==> src/common/ldcd_pkg.sv <==
/*
  Constants and carrier types for the logical-device configuration and
  address decode block. Assumes one 8-bit host I/O cycle per request.
*/
package ldcd_pkg;
  localparam int          LDCD_NUM_DEV       = 12;
  // Global configuration indices
  localparam logic [7:0]  IDX_DEV_NUMBER     = 8'h07;
  localparam logic [7:0]  IDX_GLOBAL_OSC     = 8'h24;
  localparam logic [7:0]  IDX_CFG_ADDR_LOW   = 8'h26;
  localparam logic [7:0]  IDX_CFG_ADDR_HIGH  = 8'h27;
  localparam int          QUAL_ENABLE_BIT    = 6;
  // Per-device indices
  localparam logic [7:0]  IDX_ACTIVATE       = 8'h30;
  localparam logic [7:0]  IDX_IO_BASE_HIGH   = 8'h60;
  localparam logic [7:0]  IDX_IO_BASE_LOW    = 8'h61;
  localparam logic [7:0]  IDX_IRQ_LEVEL_SEL  = 8'h70;
  localparam logic [7:0]  IDX_DMA_CHAN_SEL   = 8'h74;
  // Configuration state keys, written to the index port
  localparam logic [7:0]  CFG_ENTER_KEY      = 8'h55;
  localparam logic [7:0]  CFG_EXIT_KEY       = 8'haa;
  // Power-up configuration port addresses
  localparam logic [15:0] CFG_BASE_STRAP_LOW  = 16'h002e;
  localparam logic [15:0] CFG_BASE_STRAP_HIGH = 16'h004e;
  // Reset values
  localparam logic [7:0]  IRQ_RESET_FLOPPY   = 8'h06;
  localparam logic [7:0]  IRQ_RESET_OTHER    = 8'h00;
  localparam logic [7:0]  DMA_RESET_FLOPPY   = 8'h02;
  localparam logic [7:0]  DMA_RESET_PARALLEL = 8'h04;
  localparam logic [7:0]  DMA_RESET_OTHER    = 8'h00;
  localparam logic [3:0]  IRQ_SEL_NONE       = 4'h0;
  localparam logic [3:0]  IRQ_SEL_SYS_MGMT   = 4'h2;
  // Logical device numbers
  localparam logic [3:0]  DEV_FLOPPY   = 4'h0;
  localparam logic [3:0]  DEV_PARALLEL = 4'h3;
  localparam logic [3:0]  DEV_SERIAL   = 4'h4;
  localparam logic [3:0]  DEV_MIDI     = 4'h5;
  localparam logic [3:0]  DEV_KEYBOARD = 4'h7;
  localparam logic [3:0]  DEV_GAME     = 4'h9;
  localparam logic [3:0]  DEV_RUNTIME  = 4'ha;
  localparam logic [3:0]  DEV_SMBUS    = 4'hb;
  // Base ranges and fixed addresses
  localparam logic [11:0] BASE_MIN_IO      = 12'h100;
  localparam logic [11:0] BASE_MAX_8B      = 12'hff8;
  localparam logic [11:0] BASE_MAX_4B      = 12'hffc;
  localparam logic [11:0] BASE_MAX_GAME    = 12'hfff;
  localparam logic [11:0] BASE_MIN_RUNTIME = 12'h000;
  localparam logic [11:0] BASE_MAX_RUNTIME = 12'hf7f;
  localparam logic [11:0] BASE_MAX_CFG     = 12'hffe;
  localparam logic [11:0] RUNTIME_LAST_OFS = 12'h06c;
  localparam logic [11:0] PAR_HIGH_OFS     = 12'h400;
  localparam logic [11:0] PAR_HIGH_LAST    = 12'h402;
  localparam logic [11:0] KBD_DATA_ADDR    = 12'h060;
  localparam logic [11:0] KBD_CMD_ADDR     = 12'h064;

  typedef struct packed {
    logic        valid;
    logic        write;
    logic [15:0] addr;
    logic [7:0]  wdata;
  } ldcd_io_req_type;

  typedef struct packed {
    logic        valid;
    logic        write;
    logic [3:0]  dev;
    logic [11:0] offset;
    logic [7:0]  wdata;
  } ldcd_claim_type;

  typedef enum logic [0:0] {
    LDCD_RUN    = 1'b0,
    LDCD_CONFIG = 1'b1
  } ldcd_state_type;
endpackage

==> src/ldcd_config_decode.sv <==
/*
  Configuration registers and I/O address decode for the logical devices
  of a multi-function I/O chip. Assumes the bus interface delivers each
  host I/O cycle as a one-cycle request, synchronous to i_clk_sys.
*/
//
// Overview of operation
// RULE_01 - A device is active when its activate or power bit is set.
// RULE_02 - Activate and power bits are one linked bit; writing either sets both.
// RULE_03 - Host cycles to a device whose base lies out of range are ignored.
// RULE_04 - Floppy interrupt select resets to 0x06, all others to none.
// RULE_05 - DMA select resets to 0x02 for floppy, 0x04 for parallel.
// RULE_06 - Parallel base 0x100-0xffc on 4 bytes, or 0xff8 on 8 for all modes.
// RULE_07 - Game port base 0x100-0xfff on any byte, one register at +0.
// RULE_08 - Keyboard is fixed: data at 0x60, command and status at 0x64.
// RULE_09 - Runtime base 0x000-0xf7f on 128 bytes, offsets 0 through 0x6c.
// RULE_10 - Config port: index at base, data at base+1, 2-byte aligned.
// RULE_11 - Bases decode from host address bits 11 down to 0.
// RULE_12 - With global bit 6 set, address bits 15 to 12 must be zero.
// RULE_13 - Config port starts at 0x02e or 0x04e from the strap.
// RULE_14 - Interrupt select low nibble: 0 none, 1-15 line, 2 also system line.
// RULE_15 - Interrupts are active-high edges, parallel extended modes inverted.
// RULE_16 - System management interrupt output is active low.
// RULE_17 - Base high byte at index 0x60, low byte at index 0x61.
// RULE_18 - Device registers reach the host only in configuration state.
// RULE_19 - A cycle is claimed only by an active device at base plus offset.
`timescale 1ns/10ps
`default_nettype none
module ldcd_config_decode
  import ldcd_pkg::*;
#(
  parameter int NUM_DEV = LDCD_NUM_DEV
) (
  input  wire logic            i_clk_sys,
  input  wire logic            i_reset_n,
  input  wire logic            i_config_port_strap,
  input  wire ldcd_io_req_type i_io_req,
  input  wire logic            i_pwr_wr,
  input  wire logic [3:0]      i_pwr_dev,
  input  wire logic            i_pwr_value,
  input  wire logic [NUM_DEV-1:0] i_dev_irq,
  input  wire logic            i_par_ext_mode,
  output ldcd_claim_type       o_claim,
  output logic                 o_cfg_rd_valid,
  output logic [7:0]           o_cfg_rd_data,
  output logic                 o_config_state,
  output logic [NUM_DEV-1:0]   o_dev_active,
  output logic                 o_par_ext_allowed,
  output logic [15:1]          o_irq_lines,
  output logic                 o_sys_mgmt_irq_n
);

  ldcd_state_type          state_q;
  logic                    strap_loaded_q;
  logic [7:0]              dev_num_q;
  logic [7:0]              global_osc_q;
  logic [15:0]             cfg_base_q;
  logic [7:0]              index_q;
  logic [NUM_DEV-1:0]      active_q;
  logic [15:0]             base_q [NUM_DEV];
  logic [7:0]              irq_sel_q [NUM_DEV];
  logic [7:0]              dma_sel_q [NUM_DEV];

  logic [11:0]             addr12;
  logic                    upper_ok;
  logic                    cfg_index_hit;
  logic                    cfg_data_hit;
  logic                    data_wr;
  logic                    dev_sel_ok;
  logic [3:0]              cur_dev;
  logic [NUM_DEV-1:0]      base_ok;
  logic [NUM_DEV-1:0]      dev_hit;
  logic [11:0]             dev_ofs [NUM_DEV];
  logic [7:0]              cfg_rd_d;
  logic                    par_ext_ok;
  logic [NUM_DEV-1:0]      dev_req;
  logic [15:0]             irq_lvl_d;

  // Host address checks
  assign addr12   = i_io_req.addr[11:0];                          // RULE_11
  assign upper_ok = !global_osc_q[QUAL_ENABLE_BIT] ||
                    (i_io_req.addr[15:12] == 4'h0);               // RULE_12
  assign cfg_index_hit = i_io_req.valid && upper_ok &&
                         (addr12 == cfg_base_q[11:0]);            // RULE_10
  assign cfg_data_hit  = i_io_req.valid && upper_ok &&
                         (addr12 == cfg_base_q[11:0] + 12'h001);  // RULE_10
  assign cur_dev    = dev_num_q[3:0];
  assign dev_sel_ok = (dev_num_q < 8'(NUM_DEV));
  assign data_wr    = cfg_data_hit && i_io_req.write &&
                      (state_q == LDCD_CONFIG);                   // RULE_18

  // Range and alignment of each programmed base
  always_comb begin
    for (int d = 0; d < NUM_DEV; d++) begin
      base_ok[d] = 1'b0;
      case (4'(d))
        DEV_FLOPPY, DEV_SERIAL, DEV_MIDI, DEV_SMBUS: begin
          base_ok[d] = base_q[d][15:12] == 4'h0 &&
                       base_q[d][11:0] >= BASE_MIN_IO &&
                       base_q[d][11:0] <= BASE_MAX_8B &&
                       base_q[d][2:0] == 3'h0;
        end
        DEV_PARALLEL: begin
          base_ok[d] = base_q[d][15:12] == 4'h0 &&
                       base_q[d][11:0] >= BASE_MIN_IO &&
                       base_q[d][11:0] <= BASE_MAX_4B &&
                       base_q[d][1:0] == 2'h0;                    // RULE_06
        end
        DEV_GAME: begin
          base_ok[d] = base_q[d][15:12] == 4'h0 &&
                       base_q[d][11:0] >= BASE_MIN_IO &&
                       base_q[d][11:0] <= BASE_MAX_GAME;          // RULE_07
        end
        DEV_RUNTIME: begin
          base_ok[d] = base_q[d][15:12] == 4'h0 &&
                       base_q[d][11:0] >= BASE_MIN_RUNTIME &&
                       base_q[d][11:0] <= BASE_MAX_RUNTIME &&
                       base_q[d][6:0] == 7'h00;                   // RULE_09
        end
        DEV_KEYBOARD: begin
          base_ok[d] = 1'b1;                                      // RULE_08
        end
        default: begin
          base_ok[d] = 1'b0;
        end
      endcase
    end
  end

  // Extended offsets follow the live base, so a claim and the
  // registered status flag always agree on the same cycle
  assign par_ext_ok = base_ok[DEV_PARALLEL] &&
                      base_q[DEV_PARALLEL][11:0] <= BASE_MAX_8B &&
                      base_q[DEV_PARALLEL][2:0] == 3'h0;          // RULE_06

  // Per-device address match; offsets wrap within twelve bits
  always_comb begin
    for (int d = 0; d < NUM_DEV; d++) begin
      dev_ofs[d] = addr12 - base_q[d][11:0];
      dev_hit[d] = 1'b0;
      case (4'(d))
        DEV_FLOPPY: begin
          dev_hit[d] = dev_ofs[d] <= 12'h007 && dev_ofs[d] != 12'h006;
        end
        DEV_PARALLEL: begin
          dev_hit[d] = dev_ofs[d] <= 12'h002 ||
                       (dev_ofs[d] <= 12'h007 && par_ext_ok) ||
                       (dev_ofs[d] >= PAR_HIGH_OFS &&
                        dev_ofs[d] <= PAR_HIGH_LAST);             // RULE_06
        end
        DEV_SERIAL: begin
          dev_hit[d] = dev_ofs[d] <= 12'h007;
        end
        DEV_MIDI: begin
          dev_hit[d] = dev_ofs[d] <= 12'h001;
        end
        DEV_SMBUS: begin
          dev_hit[d] = dev_ofs[d] <= 12'h003;
        end
        DEV_GAME: begin
          dev_hit[d] = dev_ofs[d] == 12'h000;                     // RULE_07
        end
        DEV_RUNTIME: begin
          dev_hit[d] = dev_ofs[d] <= RUNTIME_LAST_OFS;            // RULE_09
        end
        DEV_KEYBOARD: begin
          dev_ofs[d] = addr12 - KBD_DATA_ADDR;
          dev_hit[d] = addr12 == KBD_DATA_ADDR ||
                       addr12 == KBD_CMD_ADDR;                    // RULE_08
        end
        default: begin
          dev_hit[d] = 1'b0;
        end
      endcase
      // Inactive devices and out-of-range bases never claim a cycle
      dev_hit[d] = dev_hit[d] && active_q[d] && base_ok[d];       // RULE_03 RULE_19
    end
  end

  // Configuration state and index register
  always_ff @(posedge i_clk_sys or negedge i_reset_n) begin
    if (!i_reset_n) begin
      state_q <= LDCD_RUN;
      index_q <= 8'h00;
    end else if (cfg_index_hit && i_io_req.write) begin
      if (state_q == LDCD_RUN) begin
        if (i_io_req.wdata == CFG_ENTER_KEY) begin
          state_q <= LDCD_CONFIG;
        end
      end else if (i_io_req.wdata == CFG_EXIT_KEY) begin
        state_q <= LDCD_RUN;
      end else begin
        index_q <= i_io_req.wdata;
      end
    end
  end

  // Global registers; strap is caught on the first edge after release
  always_ff @(posedge i_clk_sys or negedge i_reset_n) begin
    if (!i_reset_n) begin
      strap_loaded_q <= 1'b0;
      cfg_base_q     <= 16'h0000;
      dev_num_q      <= 8'h00;
      global_osc_q   <= 8'h00;
    end else if (!strap_loaded_q) begin
      strap_loaded_q <= 1'b1;
      cfg_base_q     <= i_config_port_strap ? CFG_BASE_STRAP_HIGH
                                            : CFG_BASE_STRAP_LOW; // RULE_13
    end else if (data_wr) begin
      case (index_q)
        IDX_DEV_NUMBER:    dev_num_q <= i_io_req.wdata;
        IDX_GLOBAL_OSC:    global_osc_q <= i_io_req.wdata;        // RULE_12
        // Bit 0 forced low keeps the port on a 2-byte boundary
        IDX_CFG_ADDR_LOW:  cfg_base_q[7:0] <= {i_io_req.wdata[7:1], 1'b0}; // RULE_10
        IDX_CFG_ADDR_HIGH: cfg_base_q[15:8] <= i_io_req.wdata;    // RULE_13
        default: begin
        end
      endcase
    end
  end

  // Per-device registers
  always_ff @(posedge i_clk_sys or negedge i_reset_n) begin
    if (!i_reset_n) begin
      active_q <= '0;
      for (int d = 0; d < NUM_DEV; d++) begin
        base_q[d]    <= 16'h0000;
        irq_sel_q[d] <= (4'(d) == DEV_FLOPPY) ? IRQ_RESET_FLOPPY
                                              : IRQ_RESET_OTHER;  // RULE_04
        dma_sel_q[d] <= (4'(d) == DEV_FLOPPY)   ? DMA_RESET_FLOPPY :
                        (4'(d) == DEV_PARALLEL) ? DMA_RESET_PARALLEL :
                                                  DMA_RESET_OTHER; // RULE_05
      end
    end else begin
      // One stored bit serves as both activate and power control
      if (i_pwr_wr && i_pwr_dev < 4'(NUM_DEV)) begin
        active_q[i_pwr_dev] <= i_pwr_value;                       // RULE_02
      end
      if (data_wr && dev_sel_ok) begin
        case (index_q)
          IDX_ACTIVATE:      active_q[cur_dev] <= i_io_req.wdata[0]; // RULE_02
          IDX_IO_BASE_HIGH:  base_q[cur_dev][15:8] <= i_io_req.wdata; // RULE_17
          IDX_IO_BASE_LOW:   base_q[cur_dev][7:0] <= i_io_req.wdata;  // RULE_17
          IDX_IRQ_LEVEL_SEL: irq_sel_q[cur_dev] <= {4'h0, i_io_req.wdata[3:0]};
          IDX_DMA_CHAN_SEL:  dma_sel_q[cur_dev] <= {5'h00, i_io_req.wdata[2:0]};
          default: begin
          end
        endcase
      end
    end
  end

  // Configuration read data
  always_comb begin
    cfg_rd_d = 8'h00;
    if (cfg_index_hit) begin
      cfg_rd_d = index_q;
    end else if (state_q == LDCD_CONFIG) begin                    // RULE_18
      case (index_q)
        IDX_DEV_NUMBER:    cfg_rd_d = dev_num_q;
        IDX_GLOBAL_OSC:    cfg_rd_d = global_osc_q;
        IDX_CFG_ADDR_LOW:  cfg_rd_d = cfg_base_q[7:0];
        IDX_CFG_ADDR_HIGH: cfg_rd_d = cfg_base_q[15:8];
        IDX_ACTIVATE:      cfg_rd_d = dev_sel_ok ? {7'h00, active_q[cur_dev]} : 8'h00;
        IDX_IO_BASE_HIGH:  cfg_rd_d = dev_sel_ok ? base_q[cur_dev][15:8] : 8'h00;
        IDX_IO_BASE_LOW:   cfg_rd_d = dev_sel_ok ? base_q[cur_dev][7:0] : 8'h00;
        IDX_IRQ_LEVEL_SEL: cfg_rd_d = dev_sel_ok ? irq_sel_q[cur_dev] : 8'h00;
        IDX_DMA_CHAN_SEL:  cfg_rd_d = dev_sel_ok ? dma_sel_q[cur_dev] : 8'h00;
        default:           cfg_rd_d = 8'h00;
      endcase
    end
  end

  always_ff @(posedge i_clk_sys or negedge i_reset_n) begin
    if (!i_reset_n) begin
      o_cfg_rd_valid <= 1'b0;
      o_cfg_rd_data  <= 8'h00;
    end else begin
      o_cfg_rd_valid <= (cfg_index_hit || cfg_data_hit) && !i_io_req.write;
      o_cfg_rd_data  <= cfg_rd_d;
    end
  end

  // Claim of a host cycle; lowest device number wins an overlap
  always_ff @(posedge i_clk_sys or negedge i_reset_n) begin
    if (!i_reset_n) begin
      o_claim <= '0;
    end else begin
      o_claim <= '0;
      if (i_io_req.valid && upper_ok && !cfg_index_hit && !cfg_data_hit) begin
        for (int d = NUM_DEV - 1; d >= 0; d--) begin
          if (dev_hit[d]) begin
            o_claim.valid  <= 1'b1;                               // RULE_19
            o_claim.write  <= i_io_req.write;
            o_claim.dev    <= 4'(d);
            o_claim.offset <= dev_ofs[d];
            o_claim.wdata  <= i_io_req.wdata;
          end
        end
      end
    end
  end

  // Status outputs
  always_ff @(posedge i_clk_sys or negedge i_reset_n) begin
    if (!i_reset_n) begin
      o_config_state    <= 1'b0;
      o_dev_active      <= '0;
      o_par_ext_allowed <= 1'b0;
    end else begin
      o_config_state    <= (state_q == LDCD_CONFIG);
      o_dev_active      <= active_q;                              // RULE_01
      o_par_ext_allowed <= par_ext_ok;                            // RULE_06
    end
  end

  // Interrupt routing; a level of zero routes nowhere
  always_comb begin
    dev_req = i_dev_irq;
    // Extended parallel modes present their request inverted
    if (i_par_ext_mode) begin
      dev_req[DEV_PARALLEL] = !i_dev_irq[DEV_PARALLEL];           // RULE_15
    end
    irq_lvl_d = '0;
    for (int d = 0; d < NUM_DEV; d++) begin
      if (active_q[d] && dev_req[d] &&
          irq_sel_q[d][3:0] != IRQ_SEL_NONE) begin
        irq_lvl_d[irq_sel_q[d][3:0]] = 1'b1;                      // RULE_14
      end
    end
  end

  // Level two feeds both the shared line and the active-low system line
  always_ff @(posedge i_clk_sys or negedge i_reset_n) begin
    if (!i_reset_n) begin
      o_irq_lines      <= '0;
      o_sys_mgmt_irq_n <= 1'b1;
    end else begin
      o_irq_lines      <= irq_lvl_d[15:1];                        // RULE_15
      o_sys_mgmt_irq_n <= !irq_lvl_d[IRQ_SEL_SYS_MGMT]; // RULE_14 RULE_16
    end
  end

endmodule
`default_nettype wire

==> config.mk <==
export PLATFORM = sky130hd
export DESIGN_NAME = ldcd_config_decode
export DESIGN_NICKNAME = d
export VERILOG_FILES = /design/src/common/ldcd_pkg.sv /design/src/ldcd_config_decode.sv
export SDC_FILE = /design/constraint.sdc
export NUM_CORES = 1
export LEC_CHECK = 0
export ABC_AREA = 1
export BUFFER_PORTS_ARGS = -buffer_cell sky130_fd_sc_hd__buf_4
export CAP_MARGIN = 10
export CORE_MARGIN = 5
export CORE_UTILIZATION = 25
export CTS_BUF_LIST = sky130_fd_sc_hd__clkbuf_8
export CTS_CLUSTER_SIZE = 24
export DETAILED_ROUTE_END_ITERATION = 16
export PLACE_DENSITY_LB_ADDON = 0.2
export SKIP_LAST_GASP = 1
export SLEW_MARGIN = 20
export SYNTH_ARGS = -nofsm -noshare
export SYNTH_HDL_FRONTEND = slang
export SYNTH_SLANG_ARGS = --single-unit
==> constraint.sdc <==
create_clock -name i_clk_sys -period 2.37 [get_ports i_clk_sys]
set_input_delay 0.1185 -clock i_clk_sys [delete_from_list [all_inputs] [get_ports i_clk_sys]]
set_output_delay 0.1185 -clock i_clk_sys [all_outputs]
set_load 0.02 [all_outputs]
# Word level (Yosys, flattened, before mapping)
# Index checks and enable logic that the tools add are counted.
# Widths: inputs -> output; s select.
# totals
word_cells	384
mem_bits_ro	0
ff_bits	503
latchBits	0
inputBits	48
mem_bits_rw	0
mem_count	0
out_inout_bits	65
# op_classes
bitwise	13
magnitude_cmp	56
shifts	0
n_eq_ne	19
muxes	93
add_sub_neg	9
mul	0
n_div	0
reduce_logical	138
# ops
cell	n
$bwmux 192	2
$pmux 192 s2	1
$mux 16	17
$mux 26	9
$bwmux 96	2
$or 16x16->16	11
$demux 16 s4	2
$mux 8	14
$le 12x12->1 const B	8
$logic_and 1x1->1	90
$sub 12x12->12	7
$ge 12x9->1 const B	6
$pmux 8 s9	1
$lt 4x5->1 const B	14
$bmux 16 s4	1
$bmux 8 s4	2
$demux 1 s4	14
$ge 4x1->1 const B	14
$reduce_bool 4->1	12
$eq 8x7->1 const B	5
$le 12x3->1 const B	3
$mux 12	3
$demux 8 s4	1
$eq 8x6->1 const B	4
34 further kinds	85

# Logic depth before layout (Yosys ltp)
# Gate-level depths: netlist (run 1).
# depth
ltp_word	28
depth_mapped	21
ltp_nobuf	21

# Least setup slack after synthesis (run 1)
# No wires, ideal clock.
# synth_path
path_type	register to register
startpoint	reg base_q[32] in the netlist's numbering
endpoint	reg o_claim[11] in the netlist's numbering
setup_ns	0.116
path_stages_with_launch	18
slack_ns	-0.020
n_path_buf	0
required_time_ns	2.254
synth_period_minus_slack_ns	2.390
arrival_ns	2.275
path_cell_list	dfrtp_1 ha_1 inv_1 fa_1 nor3_1 nand2_1 nor2_1 nand3_1 nor2_1 nand3_1 nor2_1 nand4_1 nand2_1 inv_1 nand3_1 nand2_1 nand4_1 inv_1
# synth_via
elab_chain_cells	11
word_cells_on_any_way	15
cone_classes	add/sub: 1; order compare: 2; mux: 7; reduce/logical: 5
# synth_rtl
element	line_no	rtl
start, declared	ldcd_config_decode.sv:60	logic [15:0] base_q [NUM_DEV];
start signal, assigned by index	ldcd_config_decode.sv:242	IDX_IO_BASE_HIGH: base_q[cur_dev][15:8] <= i_io_req.wdata;
start signal, assigned by index	ldcd_config_decode.sv:243	IDX_IO_BASE_LOW: base_q[cur_dev][7:0] <= i_io_req.wdata;
$sub 12x12->12 / $ge 12x9->1 (equally long branches)	ldcd_config_decode.sv:139, ldcd_config_decode.sv:111	
$logic_not 12->1 / $logic_and 1x1->1 (equally long branches)	ldcd_config_decode.sv:161, ldcd_config_decode.sv:110	
$logic_and 1x1->1, on equally long branches	ldcd_config_decode.sv:176, ldcd_config_decode.sv:111	
$logic_and 1x1->1	ldcd_config_decode.sv:176	dev_hit[d] = dev_hit[d] && active_q[d] && base_ok[d];
$mux 26 * (6 in series)	ldcd_config_decode.sv:292	if (dev_hit[d]) begin
$mux 26 *	ldcd_config_decode.sv:290	if (i_io_req.valid && upper_ok && !cfg_index_hit && !cfg_data_hit) begin
end, declared	ldcd_config_decode.sv:43	output ldcd_claim_type o_claim,
# Every way passes the cells marked *; elsewhere a longest branch is shown, timed or not.
# A chain may end at the register's enable or synchronous reset.

# Worst setup path in the final report (run 1)
# layout_path
startpoint	reg cfg_base_q[5]
endpoint	reg base_q[135] in the netlist's numbering
# layout_via
elab_chain_cells	7
# layout_rtl
element	line_no	rtl
start, declared	ldcd_config_decode.sv:57	logic [15:0] cfg_base_q;
start signal, assigned	ldcd_config_decode.sv:207	cfg_base_q <= i_config_port_strap ? CFG_BASE_STRAP_HIGH
start signal, assigned	ldcd_config_decode.sv:214	IDX_CFG_ADDR_LOW: cfg_base_q[7:0] <= {i_io_req.wdata[7:1], 1'b0};
$add 12x1->12	ldcd_config_decode.sv:86	(addr12 == cfg_base_q[11:0] + 12'h001);
$eq 12x12->1	ldcd_config_decode.sv:86	
$logic_and 1x1->1	ldcd_config_decode.sv:85	assign cfg_data_hit = i_io_req.valid && upper_ok &&
$logic_and 1x1->1 (2 in series)	ldcd_config_decode.sv:89	assign data_wr = cfg_data_hit && i_io_req.write &&
$logic_and 1x1->1	ldcd_config_decode.sv:239	if (data_wr && dev_sel_ok) begin
$reduce_and 2->1 (no source line)	--	
# Every way passes these cells.

==> impl_metrics.py, run 1 <==
metrics = {
    "sta": {
        "final.min_clock_period_ns": 2.82,
        "final_max_slew_viol_count": 0,
        "hold_violations": 8,
        "timing.slew.headroom_pct": 12.4,
        "worst_pin_slew_ns": 1.31,
        "fin_crit_sh_pct": 119,
        "rsz0062_at_grt": "yes",
        "fin_ws_ns": -0.455,
        "max_freq_ghz": 0.354,
        "whs_ns": -0.0372,
        "setup_viol": 320,
        "fin_skew_ns": 0.0465,
    },
    "placement": {
        "dpl_cell_area_sq_um": 29700,
        "place_congestion": 0.944,
        "dp_hpwl_um": 79600,
        "placedCellCount": 4874,
        "port_buffers": 112,
        "dp_slack_ns": -0.686,
    },
    "clocking": {
        "worstSkewPairLatency_ns": 0.70,
        "cts.sink_count": 394,
        "cts-root-buf": "clkbuf_8",
        "clkTransAtPathRegs_ns": 0.06,
        "htreeDepth": 3,
        "clock_path_buffers": 3,
        "cts_buffers": 77,
        "cts_tree": "done",
    },
    "worst_setup_path": {
        "crit_required_ns": 2.88,
        "r2r-start": "cfg_base_q[5]",
        "r2r_cells": 17,
        "worstSetupEndpointType": "flop",
        "crit_fanout": 8,
        "worstReg2RegEnd": "base_q[135]",
        "r2r_setup_slack_ns": -0.45,
        "critPathKind": "flop to flop",
        "critPathArrivalTime_ns": 3.33,
        "startpoint": "cfg_base_q[5]",
        "critPathLaunchType": "flop",
        "crit_path_end": "base_q[135]",
    },
    "flow_run": {
        "maxCapViolations": 0,
    },
    "pwr": {
        "intPower_mw": 11.6,
        "peakVddDrop_v": 0.000309,
        "powerDensity_nw_per_um2": 464,
        "p_switching_mw": 4.53,
        "seqPwrFrac_pct": 42.8,
        "switching_share_pct": 28.0,
        "combPwrFrac_pct": 12.4,
        "pwr-share-clk_pct": 44.8,
        "p_leak_nw": 15.9,
    },
    "die": {
        "fp.dieH_um": 318,
        "coreArea_sq_um": 93600,
        "io_pins": 113,
        "start_util_pct": 25.3,
        "die_area_sq_um": 101000,
        "die_w_um": 318,
        "rows": 112,
    },
    "global_route": {
        "grt_pass1_wl_um": 161000,
        "overflow": 0,
        "grt_use_total_pct": 20.9,
        "grt_antenna_before_repair": 3,
        "grt_pass1_vias": 24498,
        "grt_max_degree": 70,
    },
    "detailed_routing": {
        "wl_um": 111000,
        "drcViolationCount": 0,
        "dr.first_iter.drc_count": 2017,
        "first_pass_iters": 7,
        "vias_per_cell": 4.93,
        "antenna_left": 0,
        "vias": 25252,
        "avgRoutedWirePerCell_um": 21.7,
    },
    "logic_synthesis": {
        "synth_cell_type_count": 62,
        "syn_area_sq_um": 23600,
        "syn_area_per_cell_sq_um": 7.57,
        "synth_seq_cells": 394,
        "yosysWarningCount": 0,
        "yosys_most_used_dff": "dfrtp_1",
        "synth.area.top_cells": "dfrtp_1, nand2_1, inv_1",
        "yosysSeqAreaShare_pct": 41.7,
        "synthTopCellsByCount": "nand2_1, dfrtp_1, inv_1",
        "synthCells": 3123,
        "async_reset_ff_share_pct": 100,
        "synth_top_area_cell": "dfrtp_1",
        "synth_fp_nets": 3256,
        "yosysMostFrequentCell": "nand2_1",
        "synth_top_area_share_pct": 41.2,
        "synth_edf_count": 0,
    },
    "min_path": {
        "hp-class": "primary input to async pin",
    },
    "cells_and_area": {
        "fin_cells": 5127,
        "stdcell_area_sq_um": 34800,
        "fin_util_pct": 37.2,
        "nets": 3946,
        "drive_gt1_share_pct": 33.0,
        "syn_to_final_growth_pct": 47.1,
    },
    "status": {
        "status": "finished with violations",
        "violations": "negative hold slack, negative setup slack",
    },
}
[registers in the layout, summed over array words and instances (netlist names)]
name               count
o_config_state         1
o_dev_active          12
o_cfg_rd_valid         1
o_sys_mgmt_irq_n       1
state_q                1
cfg_base_q            15
active_q              12
o_cfg_rd_data          8
base_q               192
o_claim               26
strap_loaded_q         1
o_irq_lines           15
irq_sel_q             48
index_q                8
dev_num_q              8
o_par_ext_allowed      1
dma_sel_q             36
global_osc_q           8
[critical path, cell delays in order (launching register included)]
cell	delay, ns
dfrtp_1	0.40
xor2_1	0.16
nor3_1	0.16
nand4_1	0.15
nor2_1	0.15
nand2_2	0.13
nor2_4	0.16
nand4_4	0.11
nor2_4	0.18
clkinv_4	0.11
buf_12	0.14
nor2_4	0.11
buf_12	0.14
buf_12	0.13
buf_12	0.13
nand2_8	0.10
nand2_2	0.12
o21ai_1	0.06
[final cells by class]
type	count	area, sq um
Sequential cell	394	9870
Tap cell	1254	1570
Clock buffer	101	1390
Timing Repair Buffer	701	6350
Antenna cell	2	5.00
Fill cell	9878	58800
Multi-Input combinational cell	2259	13900
Clock inverter	36	214
Inverter	380	1450
[kinds of logic after synthesis]
kind of cell / count (synthesis) / share of synthesized area (%)
flops: 394 / 41.7
buf+inv: 490 / 8.51
mux: 1 / 0.0423
compound gates: 791 / 19.4
other cells: 2 / 0.0318
simple gates: 1312 / 23.8
xor+xnor: 48 / 1.78
fa+ha+maj: 85 / 4.72
[how the worst min path moves through the flow]
stage	slack [ns]	to
global placement	0.17	o_irq_lines[3]
detailed placement	0.16	o_irq_lines[6]
floorplan	-0.18	active_q[0]
global route	0.004	o_irq_lines[3]
finish	-0.04	o_irq_lines[6]
CTS	0.002	irq_sel_q[67]
[through the flow]
step,power (mW),TNS [ns]
floorplan,7.78,0
global placement,8.94,-60.70
detailed placement,8.94,-59.83
CTS,16.3,-28.35
global route,16.8,-145.61
finish,16.2,-105.09
[cell usage in the layout (no fill, tap or decap), drive strengths merged, types with 8 or more instances in the layout]
cell type,synthesis,final
a21oi,105,105
o211ai,19,19
a22oi,78,78
nor4,15,15
nand2,799,819
ha,78,78
nor3,41,41
xor2,36,36
clkbuf,77,105
nand3b,8,8
buf,33,674
o31ai,8,8
dlygate4sd3,0,23
nand4,51,51
clkinv,3,8
o21ai,426,426
o2111ai,8,8
nor2,252,252
xnor2,12,12
o22ai,69,69
nand3,138,138
o21bai,10,10
a211oi,10,10
o221ai,17,17
inv,377,402
a221oi,8,8
dfrtp,389,389
[power groups by stage]
stage | clock network, mW | logic (mW) | registers, mW
2_1_floorplan | 0 | 0.718 | 7.06
3_3_place_gp | 0 | 1.91 | 7.03
3_5_place_dp | 0 | 1.90 | 7.03
4_1_cts | 7.40 | 1.96 | 6.91
5_1_grt | 7.72 | 2.20 | 6.92
6_report | 7.23 | 2.01 | 6.91
[what timing repair did]
action / CTS / global route
endpoints found under the setup margin: 299 / 359
buffers inserted: 32 / 30
hold endpoints to repair: 490 / 0
gates resized for setup: 260 / 396
pin swaps: 41 / 65
hold buffers: 23 / 0
cloned: 23 / 10
[routing by layer]
metal / vias up / GRT usage [%] / wire, um
li1: 11971 / - / -
met1: 12250 / 28.7 / 48900
met2: 848 / 34.5 / 52300
met3: 181 / 2.29 / 6290
met4: 2 / 6.69 / 3630
met5: - / 0 / 13
Power figures use the tool's default switching activity.
==> inputs of run 2 (changes only) <==
--- a/config.mk
+++ b/config.mk
@@ -10,7 +10,7 @@
 export CAP_MARGIN = 10
 export CORE_MARGIN = 5
 export CORE_UTILIZATION = 25
-export CTS_BUF_LIST = sky130_fd_sc_hd__clkbuf_8
+export CTS_BUF_LIST = sky130_fd_sc_hd__clkbuf_4 sky130_fd_sc_hd__clkbuf_8
 export CTS_CLUSTER_SIZE = 24
 export DETAILED_ROUTE_END_ITERATION = 16
 export PLACE_DENSITY_LB_ADDON = 0.2
==> impl_metrics.py, run 2 (synthesis gave the netlist of run 1 again) <==
metrics = {
    "status": {
        "status": "finished with violations",
        "violations": "negative hold slack, negative setup slack",
    },
    "global_route": {
        "grt_pass1_vias": 24683,
        "grt_antenna_before_repair": 3,
        "grt_max_degree": 70,
        "grt_pass1_wl_um": 162000,
        "grt_use_total_pct": 21.0,
        "overflow": 0,
    },
    "cells_and_area": {
        "final_common_cell": "buf_4",
        "top_regs": "base_q: 192 flops, irq_sel_q: 48 flops, dma_sel_q: 36 flops",
        "stdcell_area_sq_um": 35000,
        "top_register": "base_q",
        "nets": 3935,
        "drive_gt1_share_pct": 34.7,
        "layout_common_cells": "buf_4, nand2_1, dfrtp_1, inv_1, o21ai_1",
        "largest_reg_flops": 192,
        "syn_to_final_growth_pct": 47.9,
    },
    "die": {
        "die_area_sq_um": 101000,
        "fp.dieH_um": 318,
        "coreArea_sq_um": 93600,
        "die_w_um": 318,
        "io_pins": 113,
        "start_util_pct": 25.3,
        "rows": 112,
    },
    "sta": {
        "whs_ns": -0.0428,
        "worst_pin_slew_ns": 0.961,
        "max_freq_ghz": 0.370,
        "final.min_clock_period_ns": 2.71,
        "timing.slew.headroom_pct": 35.9,
        "setup_viol": 306,
        "fin_crit_sh_pct": 114,
        "final_max_slew_viol_count": 0,
        "fin_ws_ns": -0.335,
        "rsz0062_at_grt": "yes",
        "hold_violations": 9,
        "fin_skew_ns": 0.0389,
    },
    "clocking": {
        "cts_tree": "done",
        "cts-root-buf": "clkbuf_8",
        "htreeDepth": 3,
        "clkTransAtPathRegs_ns": 0.06,
        "cts.sink_count": 394,
        "worstSkewPairLatency_ns": 0.70,
        "clock_path_buffers": 3,
        "cts_buffers": 77,
    },
    "worst_setup_path": {
        "worstSetupEndpointType": "flop",
        "crit_fanout": 8,
        "crit_required_ns": 2.89,
        "r2r_cells": 17,
        "r2r_setup_slack_ns": -0.34,
        "cpPeakStageDelay_ns": 0.37,
        "crit_slowest_cell": "dfrtp_1",
        "critPathArrivalTime_ns": 3.23,
        "r2r-start": "cfg_base_q[4]",
        "critPathLaunchType": "flop",
        "worstReg2RegEnd": "irq_sel_q[58]",
        "crit_chain": "buf_6, nor2_2, nor3_2, nand4_1, nor2_1, nand2_2, nor2_4, nand4_4, nor2_4, inv_4, buf_6, nor3_4, buf_12, buf_12, nand2_8, nand2_2, o21ai_1",
        "critPathKind": "flop to flop",
    },
    "pwr": {
        "peakVddDrop_v": 0.000316,
        "pwr-share-clk_pct": 46.1,
        "intPower_mw": 12.0,
        "powerDensity_nw_per_um2": 473,
        "total_power_mw": 16.5,
        "seqPwrFrac_pct": 41.8,
        "switching_share_pct": 27.3,
        "p_switching_mw": 4.51,
        "combPwrFrac_pct": 12.1,
        "p_leak_nw": 15.9,
    },
    "detailed_routing": {
        "dr.first_iter.drc_count": 1954,
        "vias": 25161,
        "drcViolationCount": 0,
        "wl_um": 111000,
        "first_pass_iters": 6,
        "avgRoutedWirePerCell_um": 21.6,
        "vias_per_cell": 4.92,
        "antenna_left": 0,
    },
    "placement": {
        "dp_slack_ns": -0.686,
        "dpl_cell_area_sq_um": 29700,
        "place_congestion": 0.944,
        "port_buffers": 112,
        "dp_hpwl_um": 79600,
    },
    "min_path": {
        "hp-class": "primary input to async pin",
    },
    "flow_run": {
        "maxCapViolations": 0,
    },
}
==> run 2: cell types whose count changed in the layout (fill, tap and decap cells not counted), moves of 7 or more <==
cell      previous run  this run
clkbuf_4             0        26
nand2_8             46        53
o21ai_0            161       115
o21ai_1            191       236
nand2_2            185       208
nand2_1            554       509
nand2_4             34        49
buf_12              64        55
inv_1              376       352
==> run 2: power groups by stage <==
stage / clock [mW] / sequential [mW] / combinational, mW
after global routing: 8.13 / 6.92 / 2.20
after CTS: 7.81 / 6.91 / 1.97
after global placement: 0 / 7.03 / 1.91
after floorplan: 0 / 7.06 / 0.718
final: 7.62 / 6.92 / 2.01
after detailed placement: 0 / 7.03 / 1.90
==> run 2: metal layers <==
| layer | track usage (%) | share of wire, % | up-vias |
|---|---|---|---|
| met5 | 0 | 0.012 | - |
| met4 | 6.80 | 3.4 | 2 |
| met2 | 34.5 | 47 | 745 |
| met3 | 2.52 | 5.3 | 170 |
| met1 | 28.8 | 44 | 12274 |
| li1 | - | - | 11970 |
==> run 2: worst max-delay path, delay by kind of cell (launching register included) <==
family / cells / cell delay, ns
simple gates: 11 / 1.44
buf+inv: 5 / 0.65
flops: 1 / 0.37
compound gates: 1 / 0.06
==> run 2: timing repair <==
action | CTS | global route
hold buffers | 24 | 0
hold endpoints to repair | 491 | 0
pin swaps | 52 | 106
setup endpoints to repair | 300 | 359
gates cloned | 28 | 4
setup buffers | 30 | 23
resized for setup | 329 | 462
==> run 2: layout make-up <==
class                   count  area, sq um
clock inverters            10          116
multi-input cells        2259        14200
clock buffers             127         1590
flip-flops and latches    394         9870
fillers                  9873        58700
repair buffers            690         6130
diodes                      1         2.50
well taps                1254         1570
inverters                 380         1440
==> run 2: worst max-delay path by stage <==
stage / start / end / slack, ns / depth (start not counted)
3_5_place_dp: i_io_req[8] / o_claim[5] / -0.69 / 20
6_report: cfg_base_q[4] / irq_sel_q[58] / -0.34 / 17
5_1_grt: base_q[96] / o_claim[8] / -0.56 / 16
4_1_cts: base_q[96] / o_claim[5] / -0.26 / 17
3_3_place_gp: i_io_req[8] / o_claim[7] / -0.62 / 23
2_1_floorplan: base_q[176] / o_claim[19] / 0.003 / 16
==> run 2: stage by stage <==
step | instances | hold slack, ns | TNS, ns | util [%]
floorplan | 3123 | -0.177 | 0 | -
global placement | 4874 | 0.170 | -60.70 | 31.7
detailed placement | 4874 | 0.164 | -59.83 | 31.7
CTS | 5092 | 0.00337 | -29.40 | 35.6
global route | 5115 | 0.00334 | -106.01 | 37.3
finish | 5115 | -0.0428 | -61.34 | 37.3
